`config.mk`:
```
export PLATFORM = sky130hd
export DESIGN_NAME = sfpt_rom
export DESIGN_NICKNAME = d
export VERILOG_FILES = /design/src/sfpt_pkg.sv /design/src/sfpt_rom.sv
export SDC_FILE = /design/constraint.sdc
export NUM_CORES = 1
export LEC_CHECK = 0
export BUFFER_PORTS_ARGS = -buffer_cell sky130_fd_sc_hd__buf_4
export CAP_MARGIN = 40
export CORE_ASPECT_RATIO = 0.8
export CORE_MARGIN = 3
export CORE_UTILIZATION = 60
export CTS_CLUSTER_DIAMETER = 80
export DETAILED_ROUTE_END_ITERATION = 12
export PLACE_DENSITY = 0.93
export SLEW_MARGIN = 0
export SYNTH_ARGS = -nofsm -noshare
export SYNTH_HDL_FRONTEND = slang
export SYNTH_SLANG_ARGS = --single-unit
```
`constraint.sdc`:
```
create_clock -name aclk -period 7.8 [get_ports aclk]
set_input_delay 1.56 -clock aclk [delete_from_list [all_inputs] [get_ports aclk]]
set_output_delay 1.56 -clock aclk [all_outputs]
set_load 0.01 [all_outputs]
```
`src/sfpt_pkg.sv`:
```
// constants and types for the discoverable parameter table responder
// =====================================================================
// Overview of operation
// - byte 30h bits 1:0 read 01b; byte 31h reads 4 KB erase opcode 20h.
// - byte 30h bits 7:5 fixed at 111b; whole byte reads E5h.
// - byte 30h bits 3 and 4 read zero; no write enable needed.
// - dword 30h bits 18:17 read 00b, three-byte addressing only.
// - byte 32h reads F1h: no DTR, dual and quad fast reads supported.
// - byte 33h reads FFh; bytes 34h-37h hold density as bits minus one.
// - byte 38h reads 44h: four dummy clocks, mode bits 010b for quad I/O.
// - byte 39h reads EBh, the quad I/O fast read opcode.
// - byte 3Ah reads 08h: eight dummy clocks, no mode bits, quad output.
// - byte 3Bh reads 6Bh, the quad output fast read opcode.
// - zero wait-state field means unsupported; 000b mode field means no mode bits.
// - cs low, opcode 5Ah, three address bytes, one dummy, data until cs high.
// - header points to the table at 30h with length nine dwords.
package sfpt_pkg;
  // =================================================================
  // serial command
  localparam logic [7:0] CMD_PARAM_READ = 8'h5a;
  localparam logic [1:0] ADDR_BYTES = 2'h3;
  // =================================================================
  // table fields
  localparam logic [23:0] TBL_BASE = 24'h000030;
  localparam logic [7:0] TBL_PTR = 8'h30;
  localparam logic [7:0] TBL_DWORDS = 8'h09;
  localparam logic [1:0] ERASE_4K_CODE = 2'h1;
  localparam logic [2:0] FIXED_TOP = 3'h7;
  localparam logic [1:0] WREN_BITS = 2'h0;
  localparam logic WR_GRAN = 1'h1;
  localparam logic [7:0] ERASE_FLAGS = {FIXED_TOP, WREN_BITS, WR_GRAN, ERASE_4K_CODE};
  localparam logic [7:0] ERASE_4K_OP = 8'h20;
  localparam logic [3:0] QD_SUPPORT = 4'hf;
  localparam logic DTR_SUPPORT = 1'h0;
  localparam logic [1:0] ADDR_MODE = 2'h0;
  localparam logic DUAL_OUT = 1'h1;
  localparam logic [7:0] FAST_RD_FLAGS = {QD_SUPPORT, DTR_SUPPORT, ADDR_MODE, DUAL_OUT};
  localparam logic [7:0] UNUSED_BYTE = 8'hff;
  localparam logic [4:0] QIO_WAIT = 5'h04;
  localparam logic [2:0] QIO_MODE = 3'h2;
  localparam logic [4:0] QOUT_WAIT = 5'h08;
  localparam logic [2:0] NO_MODE = 3'h0;
  localparam logic [7:0] QIO_OP = 8'heb;
  localparam logic [7:0] QOUT_OP = 8'h6b;
  localparam logic [31:0] SIGNATURE = 32'h50444653;
  localparam logic [7:0] HDR_MINOR = 8'h00;
  localparam logic [7:0] HDR_MAJOR = 8'h01;
  localparam logic [7:0] HDR_COUNT = 8'h00;
  localparam logic [7:0] HDR_JEDEC_ID = 8'h00;
  // =================================================================
  // register map
  localparam logic [7:0] REG_CTRL = 8'h00;
  localparam logic [7:0] REG_STATUS = 8'h04;
  localparam logic [7:0] REG_READS = 8'h08;
  localparam logic [7:0] REG_ADDR = 8'h0c;
  localparam int CTRL_EN_BIT = 0;
  localparam logic CTRL_EN_RST = 1'h1;
  localparam int STS_UNDER_BIT = 8;
  localparam logic [1:0] RESP_OKAY = 2'h0;
  localparam logic [1:0] RESP_SLVERR = 2'h2;
  // =================================================================
  // types
  typedef enum logic [5:0] {
    ST_IDLE = 6'h01, ST_CMD = 6'h02, ST_ADDR = 6'h04,
    ST_DUMMY = 6'h08, ST_DATA = 6'h10, ST_SKIP = 6'h20
  } sfpt_state_t;
  typedef struct packed {
    logic sclk;
    logic cs_n;
    logic si;
  } sfpt_pins_t;
endpackage

```
`src/sfpt_rom.sv`:
```
// serial parameter table responder with axi4-lite control and status
`timescale 1ns/1ps
module sfpt_rom import sfpt_pkg::*; #(
  parameter logic [31:0] DENSITY = 32'h01ffffff,
  parameter int DEPTH = 2,
  parameter int AW = 8
) (
  input wire logic aclk,
  input wire logic aresetn,
  input wire logic ce,
  input wire logic sclk,
  input wire logic cs_n,
  input wire logic si,
  output logic so,
  output logic so_oe,
  input wire logic [AW-1:0] s_axi_awaddr,
  input wire logic s_axi_awvalid,
  output logic s_axi_awready,
  input wire logic [31:0] s_axi_wdata,
  input wire logic [3:0] s_axi_wstrb,
  input wire logic s_axi_wvalid,
  output logic s_axi_wready,
  output logic [1:0] s_axi_bresp,
  output logic s_axi_bvalid,
  input wire logic s_axi_bready,
  input wire logic [AW-1:0] s_axi_araddr,
  input wire logic s_axi_arvalid,
  output logic s_axi_arready,
  output logic [31:0] s_axi_rdata,
  output logic [1:0] s_axi_rresp,
  output logic s_axi_rvalid,
  input wire logic s_axi_rready
);
  localparam int PW = (DEPTH > 1) ? $clog2(DEPTH) : 1;
  // sized one bit wider than the pointers so that a full count of DEPTH survives
  localparam logic [PW:0] FULL_CNT = (PW + 1)'(DEPTH);
  localparam logic [PW-1:0] LAST_PTR = PW'(DEPTH - 1);

  // =================================================================
  // table contents; bytes outside header and table read as ff
  function automatic logic [7:0] tbl_byte(input logic [23:0] a);
    logic [7:0] b;
    b = UNUSED_BYTE;
    if (a[23:8] == 16'h0000) begin
      unique case (a[7:0])
        8'h00: b = SIGNATURE[7:0];
        8'h01: b = SIGNATURE[15:8];
        8'h02: b = SIGNATURE[23:16];
        8'h03: b = SIGNATURE[31:24];
        8'h04: b = HDR_MINOR;
        8'h05: b = HDR_MAJOR;
        8'h06: b = HDR_COUNT;
        8'h08: b = HDR_JEDEC_ID;
        8'h09: b = HDR_MINOR;
        8'h0a: b = HDR_MAJOR;
        8'h0b: b = TBL_DWORDS;
        8'h0c: b = TBL_PTR;
        8'h0d: b = 8'h00;
        8'h0e: b = 8'h00;
        8'h30: b = ERASE_FLAGS;
        8'h31: b = ERASE_4K_OP;
        8'h32: b = FAST_RD_FLAGS;
        8'h34: b = DENSITY[7:0];
        8'h35: b = DENSITY[15:8];
        8'h36: b = DENSITY[23:16];
        8'h37: b = DENSITY[31:24];
        8'h38: b = {QIO_MODE, QIO_WAIT};
        8'h39: b = QIO_OP;
        8'h3a: b = {NO_MODE, QOUT_WAIT};
        8'h3b: b = QOUT_OP;
        default: b = UNUSED_BYTE;
      endcase
    end
    return b;
  endfunction

  // register decode shared by both bus channels
  function automatic logic reg_hit(input logic [AW-1:0] a);
    return a[AW-1:4] == '0 && a[1:0] == 2'h0;
  endfunction

  // =================================================================
  // pin synchronisers; the edge detector reads only stages two and three
  sfpt_pins_t pin_s1;
  sfpt_pins_t pin_s2;
  sfpt_pins_t pin_s3;
  always_ff @(posedge aclk) begin
    if (!aresetn) begin
      pin_s1 <= 3'h2;
      pin_s2 <= 3'h2;
      pin_s3 <= 3'h2;
    end else if (ce) begin
      pin_s1 <= '{sclk: sclk, cs_n: cs_n, si: si};
      pin_s2 <= pin_s1;
      pin_s3 <= pin_s2;
    end
  end
  logic rise;
  logic fall;
  assign rise = pin_s2.sclk & ~pin_s3.sclk;
  assign fall = ~pin_s2.sclk & pin_s3.sclk;

  // =================================================================
  // command decode
  sfpt_state_t state;
  sfpt_state_t next_state;
  logic ctrl_en;
  logic [7:0] in_sh;
  logic [2:0] bit_cnt;
  logic [1:0] byte_cnt;
  logic byte_done;
  logic [7:0] in_byte;
  assign byte_done = rise && bit_cnt == 3'h7;
  assign in_byte = {in_sh[6:0], pin_s2.si};

  always_comb begin
    next_state = state;
    if (pin_s2.cs_n) begin
      next_state = ST_IDLE;
    end else begin
      unique case (state)
        ST_IDLE: next_state = ctrl_en ? ST_CMD : ST_SKIP;
        ST_CMD: begin
          if (byte_done) begin
            next_state = (in_byte == CMD_PARAM_READ) ? ST_ADDR : ST_SKIP;
          end
        end
        ST_ADDR: begin
          if (byte_done && byte_cnt == ADDR_BYTES - 2'h1) begin
            next_state = ST_DUMMY;
          end
        end
        ST_DUMMY: begin
          if (byte_done) begin
            next_state = ST_DATA;
          end
        end
        ST_DATA: next_state = ST_DATA;
        ST_SKIP: next_state = ST_SKIP;
      endcase
    end
  end

  always_ff @(posedge aclk) begin
    if (!aresetn) begin
      state <= ST_IDLE;
    end else if (ce) begin
      state <= next_state;
    end
  end

  // input shifter, counting bits and bytes of the header phase
  always_ff @(posedge aclk) begin
    if (!aresetn) begin
      in_sh <= 8'h00;
      bit_cnt <= 3'h0;
      byte_cnt <= 2'h0;
    end else if (ce) begin
      if (state == ST_IDLE) begin
        bit_cnt <= 3'h0;
        byte_cnt <= 2'h0;
      end else if (rise) begin
        in_sh <= in_byte;
        bit_cnt <= bit_cnt + 3'h1;
        if (byte_done && state == ST_ADDR) begin
          byte_cnt <= byte_cnt + 2'h1;
        end
      end
    end
  end

  // =================================================================
  // table fetch into the two-entry buffer; stalls while it is full
  logic [23:0] rd_addr;
  logic push;
  logic pop;
  logic buf_in_ready;
  logic buf_out_valid;
  logic [7:0] push_byte;
  assign push_byte = tbl_byte(rd_addr);
  assign push = buf_in_ready && (state == ST_DUMMY || state == ST_DATA);

  always_ff @(posedge aclk) begin
    if (!aresetn) begin
      rd_addr <= 24'h000000;
    end else if (ce) begin
      if (state == ST_ADDR && byte_done) begin
        rd_addr <= {rd_addr[15:0], in_byte};
      end else if (push) begin
        rd_addr <= rd_addr + 24'h000001;
      end
    end
  end

  logic [7:0] buf_mem [DEPTH];
  logic [PW-1:0] wr_ptr;
  logic [PW-1:0] rd_ptr;
  logic [PW:0] buf_cnt;
  assign buf_in_ready = buf_cnt != FULL_CNT;
  assign buf_out_valid = buf_cnt != '0;

  always_ff @(posedge aclk) begin
    if (ce && push) begin
      buf_mem[wr_ptr] <= push_byte;
    end
  end

  // a dropped chip select flushes whatever was fetched ahead
  always_ff @(posedge aclk) begin
    if (!aresetn) begin
      wr_ptr <= '0;
      rd_ptr <= '0;
      buf_cnt <= '0;
    end else if (ce) begin
      if (state == ST_IDLE) begin
        wr_ptr <= '0;
        rd_ptr <= '0;
        buf_cnt <= '0;
      end else begin
        if (push) begin
          wr_ptr <= (wr_ptr == LAST_PTR) ? '0 : wr_ptr + 1'b1;
        end
        if (pop) begin
          rd_ptr <= (rd_ptr == LAST_PTR) ? '0 : rd_ptr + 1'b1;
        end
        if (push && !pop) begin
          buf_cnt <= buf_cnt + 1'b1;
        end else if (pop && !push) begin
          buf_cnt <= buf_cnt - 1'b1;
        end
      end
    end
  end

  // =================================================================
  // output serializer: msb first, changes on the falling serial edge
  logic [7:0] out_sh;
  logic [2:0] out_cnt;
  logic underrun;
  logic load_byte;
  assign load_byte = state == ST_DATA && fall && out_cnt == 3'h0;
  assign pop = load_byte && buf_out_valid;

  always_ff @(posedge aclk) begin
    if (!aresetn) begin
      so <= 1'b1;
      so_oe <= 1'b0;
      out_sh <= 8'h00;
      out_cnt <= 3'h0;
    end else if (ce) begin
      so_oe <= next_state == ST_DATA;
      if (state != ST_DATA) begin
        // line idles high so a new frame never starts from a stale data bit
        so <= 1'b1;
        out_cnt <= 3'h0;
      end else if (load_byte) begin
        // an empty buffer only happens if sclk outruns the fetch; send ones then
        so <= buf_out_valid ? buf_mem[rd_ptr][7] : 1'b1;
        out_sh <= buf_out_valid ? {buf_mem[rd_ptr][6:0], 1'b0} : 8'hfe;
        out_cnt <= 3'h7;
      end else if (fall) begin
        so <= out_sh[7];
        out_sh <= {out_sh[6:0], 1'b0};
        out_cnt <= out_cnt - 3'h1;
      end
    end
  end

  // =================================================================
  // axi4-lite slave
  logic aw_held;
  logic w_held;
  logic [AW-1:0] aw_addr;
  logic [31:0] w_data;
  logic [3:0] w_strb;
  logic do_write;
  logic clr_under;
  logic [15:0] reads;
  assign do_write = aw_held && w_held && !s_axi_bvalid;
  assign clr_under = do_write && reg_hit(aw_addr) && aw_addr[3:0] == REG_STATUS[3:0]
    && w_strb[1] && w_data[STS_UNDER_BIT];

  always_ff @(posedge aclk) begin
    if (!aresetn) begin
      aw_held <= 1'b0;
      w_held <= 1'b0;
      aw_addr <= '0;
      w_data <= 32'h00000000;
      w_strb <= 4'h0;
      s_axi_awready <= 1'b0;
      s_axi_wready <= 1'b0;
      s_axi_bvalid <= 1'b0;
      s_axi_bresp <= RESP_OKAY;
    end else if (ce) begin
      if (s_axi_awvalid && s_axi_awready) begin
        aw_held <= 1'b1;
        aw_addr <= s_axi_awaddr;
        s_axi_awready <= 1'b0;
      end else if (!aw_held && !s_axi_bvalid) begin
        s_axi_awready <= 1'b1;
      end
      if (s_axi_wvalid && s_axi_wready) begin
        w_held <= 1'b1;
        w_data <= s_axi_wdata;
        w_strb <= s_axi_wstrb;
        s_axi_wready <= 1'b0;
      end else if (!w_held && !s_axi_bvalid) begin
        s_axi_wready <= 1'b1;
      end
      if (do_write) begin
        aw_held <= 1'b0;
        w_held <= 1'b0;
        s_axi_bvalid <= 1'b1;
        s_axi_bresp <= reg_hit(aw_addr) ? RESP_OKAY : RESP_SLVERR;
      end else if (s_axi_bvalid && s_axi_bready) begin
        s_axi_bvalid <= 1'b0;
      end
    end
  end

  // the enable only matters at the next chip select, never mid-frame
  always_ff @(posedge aclk) begin
    if (!aresetn) begin
      ctrl_en <= CTRL_EN_RST;
    end else if (ce && do_write && reg_hit(aw_addr) && aw_addr[3:0] == REG_CTRL[3:0]
        && w_strb[0]) begin
      ctrl_en <= w_data[CTRL_EN_BIT];
    end
  end

  // sticky underrun: a new event in the clearing cycle wins
  always_ff @(posedge aclk) begin
    if (!aresetn) begin
      underrun <= 1'b0;
      reads <= 16'h0000;
    end else if (ce) begin
      if (load_byte && !buf_out_valid) begin
        underrun <= 1'b1;
      end else if (clr_under) begin
        underrun <= 1'b0;
      end
      if (state == ST_DUMMY && next_state == ST_DATA) begin
        reads <= reads + 16'h0001;
      end
    end
  end

  always_ff @(posedge aclk) begin
    if (!aresetn) begin
      s_axi_arready <= 1'b0;
      s_axi_rvalid <= 1'b0;
      s_axi_rdata <= 32'h00000000;
      s_axi_rresp <= RESP_OKAY;
    end else if (ce) begin
      if (s_axi_arvalid && s_axi_arready) begin
        s_axi_arready <= 1'b0;
        s_axi_rvalid <= 1'b1;
        s_axi_rresp <= reg_hit(s_axi_araddr) ? RESP_OKAY : RESP_SLVERR;
        s_axi_rdata <= 32'h00000000;
        if (reg_hit(s_axi_araddr)) begin
          unique case (s_axi_araddr[3:0])
            REG_CTRL[3:0]: s_axi_rdata[CTRL_EN_BIT] <= ctrl_en;
            REG_STATUS[3:0]: s_axi_rdata <= {23'h0, underrun, 2'h0, state};
            REG_READS[3:0]: s_axi_rdata <= {16'h0000, reads};
            REG_ADDR[3:0]: s_axi_rdata <= {8'h00, rd_addr};
            default: s_axi_rdata <= 32'h00000000;
          endcase
        end
      end else if (s_axi_rvalid && s_axi_rready) begin
        s_axi_rvalid <= 1'b0;
      end else if (!s_axi_rvalid) begin
        s_axi_arready <= 1'b1;
      end
    end
  end

  logic tbl_push;
  assign tbl_push = ce && push;
endmodule // sfpt_rom

```
**Word level (Yosys, flattened, before mapping)**

Memory sizes are Yosys's and may differ from the RTL's. A register that Yosys moved wholly into a read port is not among the register bits.
Cells that the tools add are included.

- Register bits after elaboration: 146
- Bits in writable memories: 16
- Memory bits (read-only): 512
- Bits of input ports: 63
- Output and inout port bits: 43
- Logic and storage cells: 218
- Memories kept: 2

- Add/sub/neg operators: 9
- Equality and inequality tests: 18
- Muxes and demuxes: 63
- Bitwise gates (word level): 6
- Reductions and logical operators: 85

Memory list:

| memory | depth | bits a word | read ports | clocked after Yosys merged registers in | wr ports | RTL line | RTL |
|---|---|---|---|---|---|---|---|
| (name not given) | 64 | 8 | 1 | 1 | 0 | sfpt_rom.sv:45 | `unique case (a[7:0])` |
| buf_mem | 2 | 8 | 1 | 1 | 1 | sfpt_rom.sv:195 | `logic [7:0] buf_mem [DEPTH];` |

Operator list:

| kind | count |
|---|---|
| $mux 24 | 3 |
| $pmux 23 s3 | 1 |
| $mux 6 | 8 |
| $mux 8 | 5 |
| $pmux 6 s6 | 1 |
| $reduce_and 2->1 | 18 |
| $logic_and 1x1->1 | 31 |
| $mux 1 | 31 |
| $reduce_bool 2->1 | 14 |
| $add 24x1->24 const B | 1 |
| $add 16x1->16 const B | 1 |
| $logic_not 16->1 | 1 |
| $logic_not 4->1 | 4 |
| $mux 2 | 8 |
| $mux 3 | 5 |
| $eq 6x5->1 const B | 2 |
| $reduce_and 3->1 | 4 |
| $eq 4x3->1 const B | 2 |
| $eq 4x4->1 const B | 2 |
| $eq 8x7->1 const B | 1 |
| $eq 6x1->1 const B | 1 |
| $eq 6x2->1 const B | 1 |
| $eq 6x3->1 const B | 1 |
| $eq 6x4->1 const B | 1 |
| other kinds (19) | 34 |

**Logic depth before layout (Yosys ltp)**

- Depth after elaboration: 10
- Depth in mapped cells: 14
- Depth with buffers taken out: 12

**Worst setup path before layout**

Ideal clock, no wire load.

- Path type: input -> register
- Start: input port ce
- End: register with a tool-made name
- Setup time: 0.128 ns
- Data arrival time: 3.611 ns
- Required time: 7.672 ns
- Path slack: 4.060 ns
- Stages: 11
- Buffers on the path: 2
- Cells stage by stage: nor4bb_1 nand3_1 buf_2 nand2_1 clkbuf_1 a31oi_1 ha_1 and2_1 mux2_1 o21ai_1 a221oi_1

RTL lines:

| what | RTL line | RTL |
|---|---|---|
| start: declaration | sfpt_rom.sv:10 | `input wire logic ce,` |

==> results.py <==
metrics = {
    "logic_synthesis": {
        "synth_compound_area_share_pct": 19.36,
        "syn-cell-area_mm2": 0.007453,
        "synth_top_family_by_area": "simple AND/OR/NAND/NOR gates",
        "ys_seq_area_share_pct": 43.24,
        "synth_fa_ha_area_share_pct": 2.350,
        "synth-main-ff-cell": "dfxtp_1",
        "synth-simple-area-share_pct": 22.83,
        "ys_async_sr_fraction_pct": 0,
        "ys_seq_elements": 153,
        "ys_types": 72,
        "synthMuxAreaShare_pct": 5.405,
        "ys_warn_count": 0,
        "synth-edff-count": 16,
        "syn_area_per_cell_um2": 8.567,
        "synth-xor-area-share_pct": 1.645,
        "netlist_instances": 870,
    },
    "final_layout": {
        "antenna_cells": 0,
        "num-fill-cells": 832,
        "drive_gt1_share_pct": 13.66,
        "area_growth_pct": 14.13,
        "layout.nets": 979,
        "final_area_mm2": 0.008507,
    },
    "route": {
        "vias": 6924,
        "wl_um": 19440,
        "wl_per_cell_um": 18.29,
        "final_antenna_net_count": 0,
        "drt_iter0_drc": 1040,
        "drt_first_pass_iters": 9,
        "viasPerCell": 6.514,
        "post-route-drc-count": 0,
    },
    "die": {
        "design.core.area_mm2": 0.01182,
        "start_util_pct": 63.04,
        "die_x_um": 130.6,
        "die_y_um": 105.7,
        "boundaryPins": 106,
        "die_area_mm2": 0.01380,
        "num_rows": 35,
    },
    "placed_design": {
        "placedInstanceArea_mm2": 0.007881,
        "dp_hpwl_um": 12760,
        "gp_congestion": 0.9477,
        "io_buffers": 63,
    },
    "sta": {
        "rsz0062_at_grt": "false",
        "worst_pin_slew_ns": 0.8939,
        "finClkSkew_ns": 0.009742,
        "fin_crit_ns": 4.817,
        "relSlewSlack_pct": 40.23,
        "max_freq_ghz": 0.2076,
        "final_max_slew_viol_count": 0,
        "setup_tns_ns": 0,
        "post-route-period-util_pct": 61.76,
        "finalHoldViolations": 0,
        "setup_viol": 0,
    },
    "critical_path": {
        "critPathKind": "in -> reg",
        "reg2reg_depth": 9,
        "cp-end-kind": "register",
        "timing.rr.start": "bit_cnt[0]$_SDFFE_PN0P_",
        "r2r_setup_slack_ns": 3.67,
        "max_stage_delay_ns": 0.62,
        "cp-start-kind": "input port",
        "worst-path-buf-inv": 1,
        "crit_family": "simple AND/OR/NAND/NOR gates",
        "slowest_stage": "nand2_1",
        "cp.required_ns": 8.08,
        "cp_max_fo": 41,
        "cp_cell_sequence": "buf_4 -> nor4bb_1 -> nand3_1 -> nand2_1 -> o21ai_1 -> a31oi_1 -> ha_1 -> nor2_1 -> a2111oi_1 -> a221oi_1",
        "critPathArrivalTime_ns": 5.10,
    },
    "clock_network": {
        "cts_root_buf": "clkbuf_16",
        "cts_buffers": 17,
        "cts_tree": "done",
        "clockBufferDepth": 2,
        "clock_latency_ns": 0.43,
        "postCtsHoldBufs": 0,
        "cts_resized": 0,
        "cts_max_level": 4,
        "clkSinkCount": 153,
        "post-cts-setup-buffers": 0,
        "clkTransAtPathRegs_ns": 0.07,
    },
    "power": {
        "peakVddDrop_mv": 0.1379,
        "p_leak_uw": 0.003277,
        "power_density_mw_per_mm2": 202.7,
        "power.total_uw": 1724,
    },
    "global_route": {
        "antenna_found_initial": 0,
        "grt_overflow": 0,
        "grt_pass1_vias": 6366,
        "grt_usage_pct": 28.10,
        "grt_max_degree": 81,
        "grt_pass1_wl_um": 31170,
    },
    "min_path": {
        "min_path_cells": 2,
        "min_to": "s_axi_rdata[5]$_SDFFE_PN0P_",
        "hold_path.class": "reg -> reg",
        "min_from": "s_axi_rdata[5]$_SDFFE_PN0P_",
    },
    "status": {
        "status": "finished clean",
    },
    "job": {
        "cap_viol_max_count": 0,
    },
}
-- flip-flops by register name, summed over array words and instances (netlist names), 2 cells and up, named ones only --
name	cells
aw_addr	8
bit_cnt	3
buf_cnt	2
buf_mem	16
byte_cnt	2
in_sh	7
out_cnt	3
out_sh	7
pin_s1	3
pin_s2	2
rd_addr	24
reads	16
s_axi_rdata	24
state	6
w_data	2
w_strb	2
-- cells in the mapped netlist, types with 11 or more instances --
library cell / n / area [um^2]
dfxtp_1: 137 / 2743
nand2_1: 98 / 367.9
nor2_1: 97 / 364.1
a21oi_1: 70 / 350.3
o21ai_0: 48 / 240.2
clkbuf_1: 40 / 150.1
mux2i_1: 29 / 290.3
nand3_1: 24 / 120.1
a22oi_1: 21 / 157.7
nor3_1: 18 / 90.09
inv_1: 17 / 63.81
edfxtp_1: 16 / 480.5
ha_1: 14 / 175.2
a211oi_1: 13 / 97.59
a31oi_1: 13 / 81.33
and2_1: 13 / 81.33
and3_1: 13 / 81.33
nor4_1: 13 / 81.33
nand4_1: 12 / 75.07
buf_4: 11 / 82.58
nand2b_1: 11 / 68.82
-- stage by stage --
stage	setup WS [ns]	util [%]	std cells	hold slack [ns]
final	2.983	71.95	1063	0.4516
after global placement	2.806	66.40	1027	0.4357
after detailed placement	2.687	66.66	1030	0.4434
after floorplan	4.060	-	879	0.4308
after global routing	2.710	71.95	1063	0.4723
after CTS	3.116	71.82	1062	0.4537
-- placed cells by master (no fill, tap or decap), types with 7 or more instances in the layout --
cell / synthesis / routed
mux2i_1: 29 / 29
and2_1: 13 / 13
a311oi_1: 10 / 10
a22o_1: 8 / 8
a211oi_1: 13 / 13
nor2_1: 97 / 97
nand2b_1: 11 / 11
nand2_1: 98 / 98
o21ai_0: 48 / 48
buf_4: 11 / 67
nor4_1: 13 / 13
a31oi_1: 13 / 13
or3_1: 9 / 9
edfxtp_1: 16 / 16
and3_1: 13 / 13
dfxtp_1: 137 / 137
nand3_1: 24 / 24
inv_1: 17 / 17
xor2_1: 10 / 10
nor3_1: 18 / 18
conb_1: 1 / 10
nor2b_1: 9 / 9
ha_1: 14 / 14
nand4_1: 12 / 12
clkbuf_16: 0 / 17
a21oi_1: 70 / 70
mux2_2: 7 / 7
a22oi_1: 21 / 21
-- worst max-delay path by stage --
stage	from	end	slack, ns	depth (start not counted)
2_1_floorplan	ce	register	4.06	11
3_3_place_gp	ce	register	2.81	10
3_5_place_dp	ce	register	2.69	10
4_1_cts	ce	register	3.12	10
5_1_grt	ce	register	2.71	10
6_report	ce	register	2.98	10
-- where the power goes --
group          switching (uW)  leakage [uW]  total [uW]  internal, uW
combinational            39.3       0.00176        63.6          24.3
sequential               6.41       0.00122         805           799
clock                     339      0.000292         856           516
-- layout make-up --
| type | count | area (um^2) | share of cell area, % |
|---|---|---|---|
| clock inverter | 12 | 163.9 | 1.927 |
| inverter | 19 | 72.57 | 0.8531 |
| sequential | 153 | 3223 | 37.89 |
| tap | 148 | 185.2 | 2.177 |
| clock buffer | 20 | 446.7 | 5.251 |
| multi-input combinational | 642 | 3882 | 45.64 |
| timing repair buffer | 69 | 533.0 | 6.266 |
-- tightest hold or removal path, cell delays in order (launching register included) --
cell,delay (ns)
dfxtp_1,0.32
nand2_1,0.04
o21ai_0,0.05
-- kinds of logic after synthesis --
| logic type | after synthesis |
|---|---|
| adders and majority gates | 14 |
| buffers and inverters | 84 |
| DFF | 153 |
| muxes | 38 |
| and+or+nand+nor | 343 |
| AOI/OAI and AO/OA | 223 |
| xor gates and xnor gates | 14 |
| other | 1 |
-- per-layer routing --
layer | track usage [%] | up-vias | part of all wire [%]
li1 | - | 3182 | -
met1 | 38.92 | 3287 | 42
met2 | 42.06 | 386 | 47
met3 | 6.636 | 69 | 9.0
met4 | 11.45 | 0 | 2.5
met5 | 0 | - | 0
Power figures use the tool's default switching activity.
